`config.mk`:
```
export PLATFORM = sky130hd
export DESIGN_NAME = fcs_ctrl
export DESIGN_NICKNAME = d
export VERILOG_FILES = /design/src/fcs_pkg.sv /design/src/fcs_bus_if.sv /design/src/fcs_bus_engine.sv /design/src/fcs_ctrl.sv
export SDC_FILE = /design/constraint.sdc
export NUM_CORES = 1
export LEC_CHECK = 0
export BUFFER_PORTS_ARGS = -buffer_cell sky130_fd_sc_hd__buf_4
export CAP_MARGIN = 20
export CORE_MARGIN = 2
export CORE_UTILIZATION = 62
export DETAILED_ROUTE_END_ITERATION = 10
export PLACE_DENSITY = 0.87
export SETUP_SLACK_MARGIN = 0.02
export SLEW_MARGIN = 10
export SYNTH_ARGS = -nofsm -noshare
export SYNTH_HDL_FRONTEND = slang
export SYNTH_SLANG_ARGS = --single-unit
```
`constraint.sdc`:
```
create_clock -name clock -period 8.6 [get_ports clock]
set_input_delay 0 -clock clock [delete_from_list [all_inputs] [get_ports clock]]
set_output_delay 0 -clock clock [all_outputs]
set_load 0.03 [all_outputs]
```
`src/fcs_pkg.sv`:
```
// Overview of operation
// - Write 90h before reading identification codes.
// - Identification persists until another valid command.
// - Host zeroes every byte before erase; the sequencer only refuses erase while array_zeroed is low.
// - Write 20h twice to launch erase.
// - A0h write carries verify address, latched.
// - Per byte: A0h write then one read.
// - Wait 6 us after strobe before read.
// - Write: strobe low under select; address, data latched.
// - Failed verify: erase again, resume at address; the sequencer only reports verify_ok low.
`default_nettype none
package fcs_pkg;
  // Bus geometry
  localparam int ADDR_W = 17;
  localparam int DATA_W = 8;
  // Command bytes
  localparam logic [7:0] CMD_READ    = 8'h00;
  localparam logic [7:0] CMD_IDENT   = 8'h90;
  localparam logic [7:0] CMD_ERASE   = 8'h20;
  localparam logic [7:0] CMD_EVERIFY = 8'ha0;
  localparam logic [7:0] ERASED_BYTE = 8'hff;
  // Identification addresses
  localparam logic [16:0] ID_ADDR_MAKER = 17'h00000;
  localparam logic [16:0] ID_ADDR_TYPE  = 17'h00001;
  // Timing, clock period and least times in ns
  localparam int unsigned CLK_NS     = 100;
  localparam int unsigned T_WRR_NS   = 6000;
  localparam int unsigned T_ERASE_NS = 9500000;
  localparam int unsigned WRR_CYC    = (T_WRR_NS + CLK_NS - 1) / CLK_NS;
  localparam int unsigned ERASE_CYC_DEF =
    (T_ERASE_NS + CLK_NS - 1) / CLK_NS;
  // Pin cycle step counts
  localparam logic [2:0] RD_SAMPLE_STEP = 3'h3;
  localparam logic [2:0] WR_LAST_STEP   = 3'h2;
  // Host operations
  typedef enum logic [1:0] {
    OP_READ, OP_IDENT, OP_ERASE, OP_EVERIFY
  } fcs_op_e;
  // Device mode as tracked by the host
  typedef enum logic [2:0] {
    MODE_READ, MODE_IDENT, MODE_ERASE_ARMED, MODE_ERASING, MODE_EVERIFY
  } fcs_mode_e;
  localparam fcs_mode_e MODE_RESET = MODE_READ;
endpackage
`default_nettype wire

```
`src/fcs_bus_if.sv`:
```
`timescale 1ns/100ps
`default_nettype none
// One pin cycle request between sequencer and pin engine
interface fcs_bus_if #(parameter int AW = 17, parameter int DW = 8);
  logic          req;    // One-cycle start pulse
  logic          wr;     // High for a command write
  logic [AW-1:0] addr;   // Cycle address
  logic [DW-1:0] wdata;  // Command byte
  logic          done;   // One-cycle completion pulse
  logic [DW-1:0] rdata;  // Sampled read byte
  modport seq (output req, wr, addr, wdata, input done, rdata);
  modport eng (input req, wr, addr, wdata, output done, rdata);
endinterface
`default_nettype wire

```
`src/fcs_bus_engine.sv`:
```
`timescale 1ns/100ps
`default_nettype none
module fcs_bus_engine
  import fcs_pkg::*;
#(
  parameter int AW = ADDR_W,
  parameter int DW = DATA_W
) (
  // Clock and reset
  input  wire logic          clock,
  input  wire logic          rst,
  // Sequencer side
  fcs_bus_if.eng             bus,
  // Flash pins
  output logic               flash_ce_n,
  output logic               flash_oe_n,
  output logic               flash_we_n,
  output logic [AW-1:0]      flash_addr,
  output logic [DW-1:0]      flash_dq_out,
  output logic               flash_dq_oe_n,
  input  wire logic [DW-1:0] flash_dq_in
);
  typedef enum logic [1:0] {E_IDLE, E_WRITE, E_READ} fcs_eng_e;
  fcs_eng_e      st_r;    // Engine state
  logic [2:0]    step_r;  // Step inside a cycle
  logic [DW-1:0] dq_s1_r; // First sync stage
  logic [DW-1:0] dq_s2_r; // Second sync stage

  // Data pins are asynchronous to us, two flops before use
  always_ff @(posedge clock or posedge rst) begin
    if (rst) begin
      dq_s1_r <= '0;
      dq_s2_r <= '0;
    end else begin
      dq_s1_r <= flash_dq_in;
      dq_s2_r <= dq_s1_r;
    end
  end

  // Pin sequencing, one clock per step keeps every width >= 100 ns
  always_ff @(posedge clock or posedge rst) begin
    if (rst) begin
      st_r          <= E_IDLE;
      step_r        <= '0;
      flash_ce_n    <= 1'b1;
      flash_oe_n    <= 1'b1;
      flash_we_n    <= 1'b1;
      flash_addr    <= '0;
      flash_dq_out  <= '0;
      flash_dq_oe_n <= 1'b1;
      bus.done      <= 1'b0;
      bus.rdata     <= '0;
    end else begin
      bus.done <= 1'b0;
      case (st_r)
        E_IDLE: begin
          // Address set with select, before the strobe falls
          if (bus.req) begin
            st_r       <= bus.wr ? E_WRITE : E_READ;
            step_r     <= '0;
            flash_ce_n <= 1'b0;
            flash_addr <= bus.addr;
            if (bus.wr) begin
              flash_dq_out  <= bus.wdata;
              flash_dq_oe_n <= 1'b0;
            end
          end
        end
        E_WRITE: begin
          step_r <= step_r + 3'h1;
          if (step_r == '0) begin
            flash_we_n <= 1'b0;
          end else if (step_r == 3'h1) begin
            flash_we_n <= 1'b1;
          end else if (step_r == WR_LAST_STEP) begin
            // Data held one cycle past the rising strobe
            flash_ce_n    <= 1'b1;
            flash_dq_oe_n <= 1'b1;
            bus.done      <= 1'b1;
            st_r          <= E_IDLE;
          end
        end
        E_READ: begin
          step_r <= step_r + 3'h1;
          if (step_r == '0) begin
            flash_oe_n <= 1'b0;
          end else if (step_r == RD_SAMPLE_STEP) begin
            // Sync delay covers output valid time with margin
            bus.rdata  <= dq_s2_r;
            flash_oe_n <= 1'b1;
            flash_ce_n <= 1'b1;
            bus.done   <= 1'b1;
            st_r       <= E_IDLE;
          end
        end
        default: st_r <= E_IDLE;
      endcase
    end
  end
endmodule
`default_nettype wire

```
`src/fcs_ctrl.sv`:
```
`timescale 1ns/100ps
`default_nettype none
module fcs_ctrl
  import fcs_pkg::*;
#(
  parameter int unsigned ERASE_CYC = ERASE_CYC_DEF,
  parameter int          AW        = ADDR_W,
  parameter int          DW        = DATA_W
) (
  // Clock and reset
  input  wire logic          clock,
  input  wire logic          rst,
  // Command port
  input  wire logic          cmd_valid,
  input  wire fcs_op_e       cmd_op,
  input  wire logic [AW-1:0] cmd_addr,
  input  wire logic          array_zeroed,
  output logic               cmd_ready,
  // Answer port
  output logic               resp_valid,
  output logic [DW-1:0]      resp_data,
  output logic               resp_err,
  output logic               verify_ok,
  // Flash pins
  output logic               flash_ce_n,
  output logic               flash_oe_n,
  output logic               flash_we_n,
  output logic [AW-1:0]      flash_addr,
  output logic [DW-1:0]      flash_dq_out,
  output logic               flash_dq_oe_n,
  input  wire logic [DW-1:0] flash_dq_in
);
  localparam int EW = $clog2(ERASE_CYC + 1);
  localparam logic [7:0] WRR_CYC8 = 8'(WRR_CYC);
  localparam logic [EW-1:0] ERASE_LAST = EW'(ERASE_CYC - 1);

  typedef enum logic [2:0] {
    ST_IDLE, ST_WRITE, ST_RECOV, ST_READ, ST_ERASE
  } fcs_state_e;

  fcs_state_e    st_r;         // Sequencer state
  fcs_op_e       op_r;         // Operation in hand
  fcs_mode_e     mode_r;       // Device mode we believe in
  logic [AW-1:0] addr_r;       // Operation address
  logic [7:0]    byte_r;       // Command byte to write
  logic [1:0]    wr_left_r;    // Command writes still due
  logic          req_r;        // Start pulse to engine
  logic          ready_r;      // Idle and accepting
  logic [7:0]    since_wr_r;   // Cycles since strobe went high
  logic [EW-1:0] ecnt_r;       // Erase time counter
  logic          resp_valid_r; // Answer strobe
  logic [DW-1:0] resp_data_r;  // Answer byte
  logic          resp_err_r;   // Request refused
  logic          verify_ok_r;  // Verified byte read FFh

  fcs_bus_if #(.AW(AW), .DW(DW)) bus ();

  // Pin engine does the actual bus cycles
  fcs_bus_engine #(.AW(AW), .DW(DW)) u_eng (
    .clock         (clock),
    .rst           (rst),
    .bus           (bus),
    .flash_ce_n    (flash_ce_n),
    .flash_oe_n    (flash_oe_n),
    .flash_we_n    (flash_we_n),
    .flash_addr    (flash_addr),
    .flash_dq_out  (flash_dq_out),
    .flash_dq_oe_n (flash_dq_oe_n),
    .flash_dq_in   (flash_dq_in)
  );

  // Request fields; identification reads pick the code by bit 0
  assign bus.req   = req_r;
  assign bus.wr    = (st_r == ST_WRITE);
  assign bus.wdata = byte_r;
  assign bus.addr  = (op_r == OP_IDENT && st_r != ST_WRITE) ?
                     (addr_r[0] ? AW'(ID_ADDR_TYPE)
                                : AW'(ID_ADDR_MAKER)) :
                     addr_r;

  // Answer outputs straight from flops
  assign cmd_ready  = ready_r;
  assign resp_valid = resp_valid_r;
  assign resp_data  = resp_data_r;
  assign resp_err   = resp_err_r;
  assign verify_ok  = verify_ok_r;

  // Main sequencer
  always_ff @(posedge clock or posedge rst) begin
    if (rst) begin
      st_r      <= ST_IDLE;
      op_r      <= OP_READ;
      addr_r    <= '0;
      byte_r    <= CMD_READ;
      wr_left_r <= '0;
      req_r     <= 1'b0;
      ready_r   <= 1'b1;
    end else begin
      req_r <= 1'b0;
      case (st_r)
        ST_IDLE: begin
          if (cmd_valid) begin
            op_r      <= cmd_op;
            addr_r    <= cmd_addr;
            wr_left_r <= 2'h1;
            ready_r   <= 1'b0;
            case (cmd_op)
              OP_READ: begin
                // Skip the command while already reading the array
                byte_r <= CMD_READ;
                req_r  <= (mode_r != MODE_READ);
                st_r   <= (mode_r != MODE_READ) ? ST_WRITE : ST_RECOV;
              end
              OP_IDENT: begin
                // Command entry, no high voltage on address_line_nine
                byte_r <= CMD_IDENT;
                req_r  <= (mode_r != MODE_IDENT);
                st_r   <= (mode_r != MODE_IDENT) ? ST_WRITE : ST_RECOV;
              end
              OP_ERASE: begin
                if (array_zeroed) begin
                  byte_r    <= CMD_ERASE;
                  wr_left_r <= 2'h2;
                  req_r     <= 1'b1;
                  st_r      <= ST_WRITE;
                end else begin
                  ready_r <= 1'b1;
                end
              end
              OP_EVERIFY: begin
                byte_r <= CMD_EVERIFY;
                req_r  <= 1'b1;
                st_r   <= ST_WRITE;
              end
              default: ready_r <= 1'b1;
            endcase
          end
        end
        ST_WRITE: begin
          if (bus.done) begin
            if (wr_left_r > 2'h1) begin
              // Same write repeated launches the erase
              wr_left_r <= wr_left_r - 2'h1;
              req_r     <= 1'b1;
            end else if (op_r == OP_ERASE) begin
              st_r <= ST_ERASE;
            end else begin
              st_r <= ST_RECOV;
            end
          end
        end
        ST_RECOV: begin
          // Output gate held off until recovery has passed
          if (since_wr_r >= WRR_CYC8) begin
            req_r <= 1'b1;
            st_r  <= ST_READ;
          end
        end
        ST_READ: begin
          if (bus.done) begin
            st_r    <= ST_IDLE;
            ready_r <= 1'b1;
          end
        end
        ST_ERASE: begin
          // Least erase time; a later verify write ends it
          if (ecnt_r == ERASE_LAST) begin
            st_r    <= ST_IDLE;
            ready_r <= 1'b1;
          end
        end
        default: st_r <= ST_IDLE;
      endcase
    end
  end

  // Mode tracking, advanced only by completed command writes
  always_ff @(posedge clock or posedge rst) begin
    if (rst) begin
      mode_r <= MODE_RESET;
    end else if (st_r == ST_WRITE && bus.done) begin
      case (byte_r)
        CMD_READ:    mode_r <= MODE_READ;
        CMD_IDENT:   mode_r <= MODE_IDENT;
        CMD_ERASE:   mode_r <= (mode_r == MODE_ERASE_ARMED) ?
                               MODE_ERASING : MODE_ERASE_ARMED;
        CMD_EVERIFY: mode_r <= MODE_EVERIFY;
        default:     mode_r <= mode_r;
      endcase
    end
  end

  // Recovery counter, restarted while the strobe is low
  always_ff @(posedge clock or posedge rst) begin
    if (rst) begin
      since_wr_r <= 8'hff;
    end else if (!flash_we_n) begin
      since_wr_r <= '0;
    end else if (since_wr_r != 8'hff) begin
      since_wr_r <= since_wr_r + 8'h01;
    end
  end

  // Erase timer; the device stop timer covers any overrun
  always_ff @(posedge clock or posedge rst) begin
    if (rst) begin
      ecnt_r <= '0;
    end else if (st_r == ST_ERASE) begin
      ecnt_r <= ecnt_r + EW'(1);
    end else begin
      ecnt_r <= '0;
    end
  end

  // Answers: read data, erase completion, refusal
  always_ff @(posedge clock or posedge rst) begin
    if (rst) begin
      resp_valid_r <= 1'b0;
      resp_data_r  <= '0;
      resp_err_r   <= 1'b0;
      verify_ok_r  <= 1'b0;
    end else begin
      resp_valid_r <= 1'b0;
      if (st_r == ST_READ && bus.done) begin
        resp_valid_r <= 1'b1;
        resp_data_r  <= bus.rdata;
        resp_err_r   <= 1'b0;
        // Failed byte: caller erases again and resumes here
        verify_ok_r  <= (op_r == OP_EVERIFY) &&
                        (bus.rdata == ERASED_BYTE);
      end else if (st_r == ST_ERASE && ecnt_r == ERASE_LAST) begin
        resp_valid_r <= 1'b1;
        resp_err_r   <= 1'b0;
        verify_ok_r  <= 1'b0;
      end else if (st_r == ST_IDLE && cmd_valid &&
                   cmd_op == OP_ERASE && !array_zeroed) begin
        resp_valid_r <= 1'b1;
        resp_err_r   <= 1'b1;
        verify_ok_r  <= 1'b0;
      end
    end
  end
endmodule
`default_nettype wire

```
# [Word level (Yosys, flattened, before mapping)]
# Index checks and enable logic that the tools add are counted.
[word_totals] register_bits=132 in_bits=31 out_inout_bits=41
[op_classes] magnitude_cmp=2 bitwise=1 n_reduce_logical=40 muxes=78 n_eq_ne=41 addsub=4
[ops] cell="$mux 1" n=37
[ops] cell="$mux 17" n=2
[ops] cell="$pmux 8 s4" n=1
[ops] cell="$mux 2" n=14
[ops] cell="$mux 3" n=9
[ops] cell="$eq 8x8->1 const B" n=3
[ops] cell="$mux 8" n=3
[ops] cell="$ne 2x2->1 const B" n=12
[ops] cell="$pmux 3 s4" n=2
[ops] cell="$add 17x1->17 const B" n=1
[ops] cell="$eq 17x17->1 const B" n=1
[ops] cell="$eq 3x2->1 const B" n=5
[ops] cell="$pmux 3 s5" n=1
[ops] cell="$reduce_and 7->1" n=2
[ops] cell="$reduce_and 2->1" n=6
[ops] cell="$reduce_and 6->1" n=2
[ops] cell="$reduce_bool 3->1" n=4
[ops] cell="$eq 2x2->1 const B" n=5
[ops] cell="$reduce_bool 2->1" n=5
[ops] cell="$pmux 1 s3" n=3
[ops] cell="$reduce_and 3->1" n=3
[ops] cell="$add 8x1->8 const B" n=1
[ops] cell="$eq 8x6->1 const B" n=1
[ops] cell="$ge 8x6->1 const B" n=1
[ops] cell="other kinds (24)" n=42

# [Logic depth before layout (Yosys ltp)]
[depth] ltp_word=7 ltp_mapped=8 ltp_nobuf=7

# [By module]
# A second synthesis with hierarchy kept.
[unflattened] cells_unflattened=452 area_unflattened_um2=5635.4
[by_module_without_submodules] module="fcs_ctrl" area_per_inst_um2=3405.8 instances=1 seq_area_each_um2=1712.9 cells_per_inst=308
[by_module_without_submodules] module="fcs_bus_engine" area_per_inst_um2=2229.6 instances=1 seq_area_each_um2=1481.4 cells_per_inst=144

# [Least setup slack after synthesis]
# No wires, ideal clock.
[synth_path] kind="register to register" start="register u_eng.step_r[0]" end="register u_eng.flash_ce_n" t_required_ps=8515 setup_ps=85 path_slack_ps=6844 synth_period_minus_slack_ps=1756 arrival_time_ps=1671 stages_incl_launch_ff=8 cell_sequence="dfrtp_1 > inv_1 > ha_1 > nor2_1 > nand3_1 > a221o_1 > nor2_1 > mux2_1"
[synth_between] elab_chain_cells=3 word_cells_on_any_way=10 cone_classes="8 x eq/ne; 2 x reduce/logical"
[synth_rtl] item="start, declared" line_no="fcs_bus_engine.sv:25" text="logic [2:0] step_r;"
[synth_rtl] item="start signal, assigned" line_no="fcs_bus_engine.sv:70" text="step_r <= step_r + 3'h1;"
[synth_rtl] item="start signal, assigned" line_no="fcs_bus_engine.sv:84" text="step_r <= step_r + 3'h1;"
[synth_rtl] item="$eq 3x2->1, or another cell as far along" line_no="fcs_bus_engine.sv:87" text="end else if (step_r == RD_SAMPLE_STEP) begin"
[synth_rtl] item="$ne 2x1->1 (no source line) / $ne 2x2->1 (equally long branches)"
[synth_rtl] item="$reduce_and 7->1 (no source line) *"
[synth_rtl] item="end signal, assigned" line_no="fcs_bus_engine.sv:61" text="flash_ce_n <= 1'b0;"
[synth_rtl] item="end signal, assigned" line_no="fcs_bus_engine.sv:77" text="flash_ce_n <= 1'b1;"
[synth_rtl] item="end signal, assigned" line_no="fcs_bus_engine.sv:91" text="flash_ce_n <= 1'b1;"
[synth_rtl] item="end, declared" line_no="fcs_bus_engine.sv:15" text="output logic flash_ce_n,"
# Mark *: on every way between the ends. The rest lies on a longest branch, timed or not.
# A chain may end at the register's enable or synchronous reset.

# [Worst setup path in the final report]
[layout_path] start="register st_r[2]" end="register byte_r[4] (netlist: bus.wdata[4])"
[layout_between] elab_chain_cells=2
[layout_rtl] item="start, declared" line_no="fcs_ctrl.sv:41" text="fcs_state_e st_r;"
[layout_rtl] item="start signal, assigned" line_no="fcs_ctrl.sv:112" text="st_r <= (mode_r != MODE_READ) ? ST_WRITE : ST_RECOV;"
[layout_rtl] item="start signal, assigned" line_no="fcs_ctrl.sv:118" text="st_r <= (mode_r != MODE_IDENT) ? ST_WRITE : ST_RECOV;"
[layout_rtl] item="$logic_not 3->1" line_no="fcs_ctrl.sv:100" text="case (st_r)"
[layout_rtl] item="$reduce_and 3->1 (no source line)"
[layout_rtl] item="end signal, assigned" line_no="fcs_ctrl.sv:94" text="byte_r <= CMD_READ;"
[layout_rtl] item="end signal, assigned" line_no="fcs_ctrl.sv:110" text="byte_r <= CMD_READ;"
[layout_rtl] item="end signal, assigned" line_no="fcs_ctrl.sv:116" text="byte_r <= CMD_IDENT;"
[layout_rtl] item="end, declared" line_no="fcs_ctrl.sv:45" text="logic [7:0] byte_r;"
# No other way between the ends.

==> flow_summary.ini <==
[detailed_routing]
firstDrtPassIters = 7
num_vias = 4259
wirelength_um = 14100
drt_iter0_markers = 390
detail_route.wl_per_cell_um = 20.4
vias_per_cell = 6.16
antenna_left = 0
drc = 0

[critical_path]
cp_cell_sequence = nor3_2 > and2_1 > nand2_2 > nand2_1 > o21ai_1 > dlygate4sd3_1
worstSetupEndpointType = register
cp_slowest_stage_delay_ns = 0.80
cp-start-kind = register
cp_top_family = simple AND/OR/NAND/NOR gates
worstPathRequired_ns = 9.01
path_class = register to register
path_buf_inv = 1
crit_slowest_cell = and2_1
crit_arrival_ns = 3.25
path_max_fanout = 23

[synth]
synthSimpleGateAreaFrac_pct = 18.8
synthMuxAreaShare_pct = 4.60
synth_xor_area_share_pct = 2.63
synth_area_leaders = dfrtp_1 51%, dfstp_2 6.4%, nand2_1 6.3%, mux2_2 3.6%, ha_1 2.8%
synth_top_area_share_pct = 51.2
async_flop_share_pct = 100
ys_types = 69
ys_top_cells_by_count = 109 x dfrtp_1, 90 x nand2_1, 25 x nor2_1
synth_area_sq_mm = 0.00533
ys.flop_type = dfrtp_1
synth_area_per_cell_sq_um = 11.3
synth_most_common_cell = dfrtp_1
synth_warnings = 0
synth_enable_flop_cells = 0
synth_compound_area_share_pct = 9.56
syn_inst = 473
ys_seq_elements = 122
synthAdderAreaFrac_pct = 2.82
synth_top_family_by_area = simple AND/OR/NAND/NOR gates
synth_top_area_cell = dfrtp_1
ys_seq_area_share_pct = 57.6

[clock_network]
cts_tree = yes
holdBufCountCts = 32
post-cts-setup-buffers = 0
cts_made_buffers = 17
cts_resized = 0
clk_latency_ns = 0.53
htreeDepth = 4
clock-root-buffer = clkbuf_8
cts_max_path_buffers = 2
cts_sinks = 122
clk_pin_slew_ns = 0.07

[global_routing]
grt_pass1_wl_um = 23000
grt_antenna_before_repair = 0
grt_util_met3_pct = 7.88
grt_usage_pct = 31.8
grt_use_met2_pct = 51.9
use_met1_pct = 39.9
grt_max_degree = 74
grt_pass1_vias = 4292
grt-busiest-layer = met2
grt-ovfl-total = 0

[floorplan]
ioPinCount = 72
core.rowCount = 33
core_region_area_sq_mm = 0.00826
die_w_um = 96.7
start_util_pct = 64.5
die_h_um = 96.7
fp.dieArea_sq_mm = 0.00935

[sta]
hold_viol_final = 0
relSlewSlack_pct = 37.1
setup_viol = 0
finalClockSkew_ns = 0.0140
final.setup.tns_ns = 0
tightest_slew_ns = 0.943
grt_setup_unrepaired = false
fin_crit_ns = 2.84
fmax_ghz = 0.352
fin_crit_sh_pct = 33.0
finalMaxSlewViolations = 0

[placed_design]
portBuffers = 66
place_congestion = 0.764
dp_hpwl_um = 7130

[final_layout]
syn_to_final_growth_pct = 25.8
utilization_pct = 81.1
nets = 616
drive_gt1_share_pct = 26.5
n_antenna_cell = 0

[pwr]
p_comb_share_pct = 3.2
p_int_mw = 0.990
cellPowerDensity_mw_per_mm2 = 196
vdd_ir_drop_max_uv = 171
switchingPower_mw = 0.324
pwr-share-clk_pct = 52.4
sequentialPowerShare_pct = 44.3
switching_share_pct = 24.7
p_leak_nw = 3.21

[worst_hold_path]
min_path_type = input pin to register

[job]
max_cap_viol_count = 0

[status]
status = finished, final reports clean
## registers in the layout, indices dropped and copies added, names as in the netlist, 8 cells and up
register / cells
u_eng.bus.rdata: 8
u_eng.dq_s2_r: 8
resp_data: 8
u_eng.dq_s1_r: 8
addr_r: 17
ecnt_r: 17
u_eng.flash_addr: 17
since_wr_r: 8
## final cells by class
class,instances,area [sq um]
well taps,105,131
clock buffers,18,418
repair buffers,99,823
inverters,14,55.1
clock inverters,14,136
fillers,419,1560
multi-input cells,319,2070
flip-flops and latches,122,3070
## worst register-to-register path, delay by kind of cell (launching register included)
family | cells | cell delay, ns
buffers and inverters | 1 | 0.55
AOI/OAI and AO/OA | 1 | 0.08
and+or+nand+nor | 4 | 1.59
DFF | 1 | 0.50
## layout by cell type (no fill, tap or decap), types with 3 or more instances in the layout
cell           instances
a21oi_1               15
a22o_1                16
a31oi_1                6
and2_1                 4
and3_1                 7
buf_4                 67
clkbuf_16             16
clkinvlp_4             3
conb_1                 5
dfrtp_1              109
dfstp_2               13
dlygate4sd3_1         32
ha_1                  12
inv_1                 12
inv_6                  7
mux2_1                 3
mux2_2                17
nand2_1               90
nand2b_1               4
nand3_1               11
nand3_2                4
nand4_1                4
nor2_1                25
nor2b_1                5
nor3_1                 8
o21ai_0               17
or3_1                  4
xnor2_1                9
xor2_1                 7
## path summary, 6_finish.rpt
kind / start / cells past startpoint / to / slack (ns)
max reg2reg: st_r[2] / 6 / bus.wdata[4] / 5.76
min: flash_dq_in[4] / 2 / u_eng.dq_s1_r[4] / 0.12
min in group asynchronous: rst / 3 / u_eng.dq_s1_r[4] / 0.20
max: st_r[2] / 6 / bus.wdata[4] / 5.76
min reg2reg: u_eng.dq_s1_r[6] / 0 / u_eng.dq_s2_r[6] / 0.35
max in group asynchronous: rst / 4 / mode_r[2] / 7.25
## layer usage
metal	share of wire (%)	up-vias
li1	-	1826
met3	7.4	64
met1	38	2115
met4	3.9	0
met2	50	254
met5	0	-
## cell families (layout without fill, tap and decap cells)
kind of cell	Yosys count	in the layout
xor+xnor	16	16
simple gates	191	191
compound gates	73	73
buf+inv	36	145
flops	122	122
fa+ha+maj	12	12
mux	22	22
other cells	1	5
## power groups by stage
stage	Combinational (mW)	Clock [mW]	Sequential, mW
global route	0.0464	0.720	0.583
CTS	0.0405	0.684	0.583
global placement	0.0286	0	0.592
floorplan	0.0161	0	0.592
detailed placement	0.0293	0	0.593
finish	0.0424	0.689	0.583
## per-stage QoR
stage | hold slack, ns | area [sq um] | std cells | setup slack [ns] | total power [mW]
after global routing | 0.120 | 6700 | 691 | 5.64 | 1.35
after floorplan | 0.0314 | 5340 | 477 | 5.38 | 0.608
after detailed placement | 0.111 | 5820 | 627 | 6.53 | 0.622
after global placement | 0.109 | 5820 | 627 | 6.59 | 0.621
after CTS | 0.100 | 6700 | 691 | 6.03 | 1.31
final | 0.119 | 6700 | 691 | 5.76 | 1.31
No activity file was read; power rests on OpenSTA's default activity.
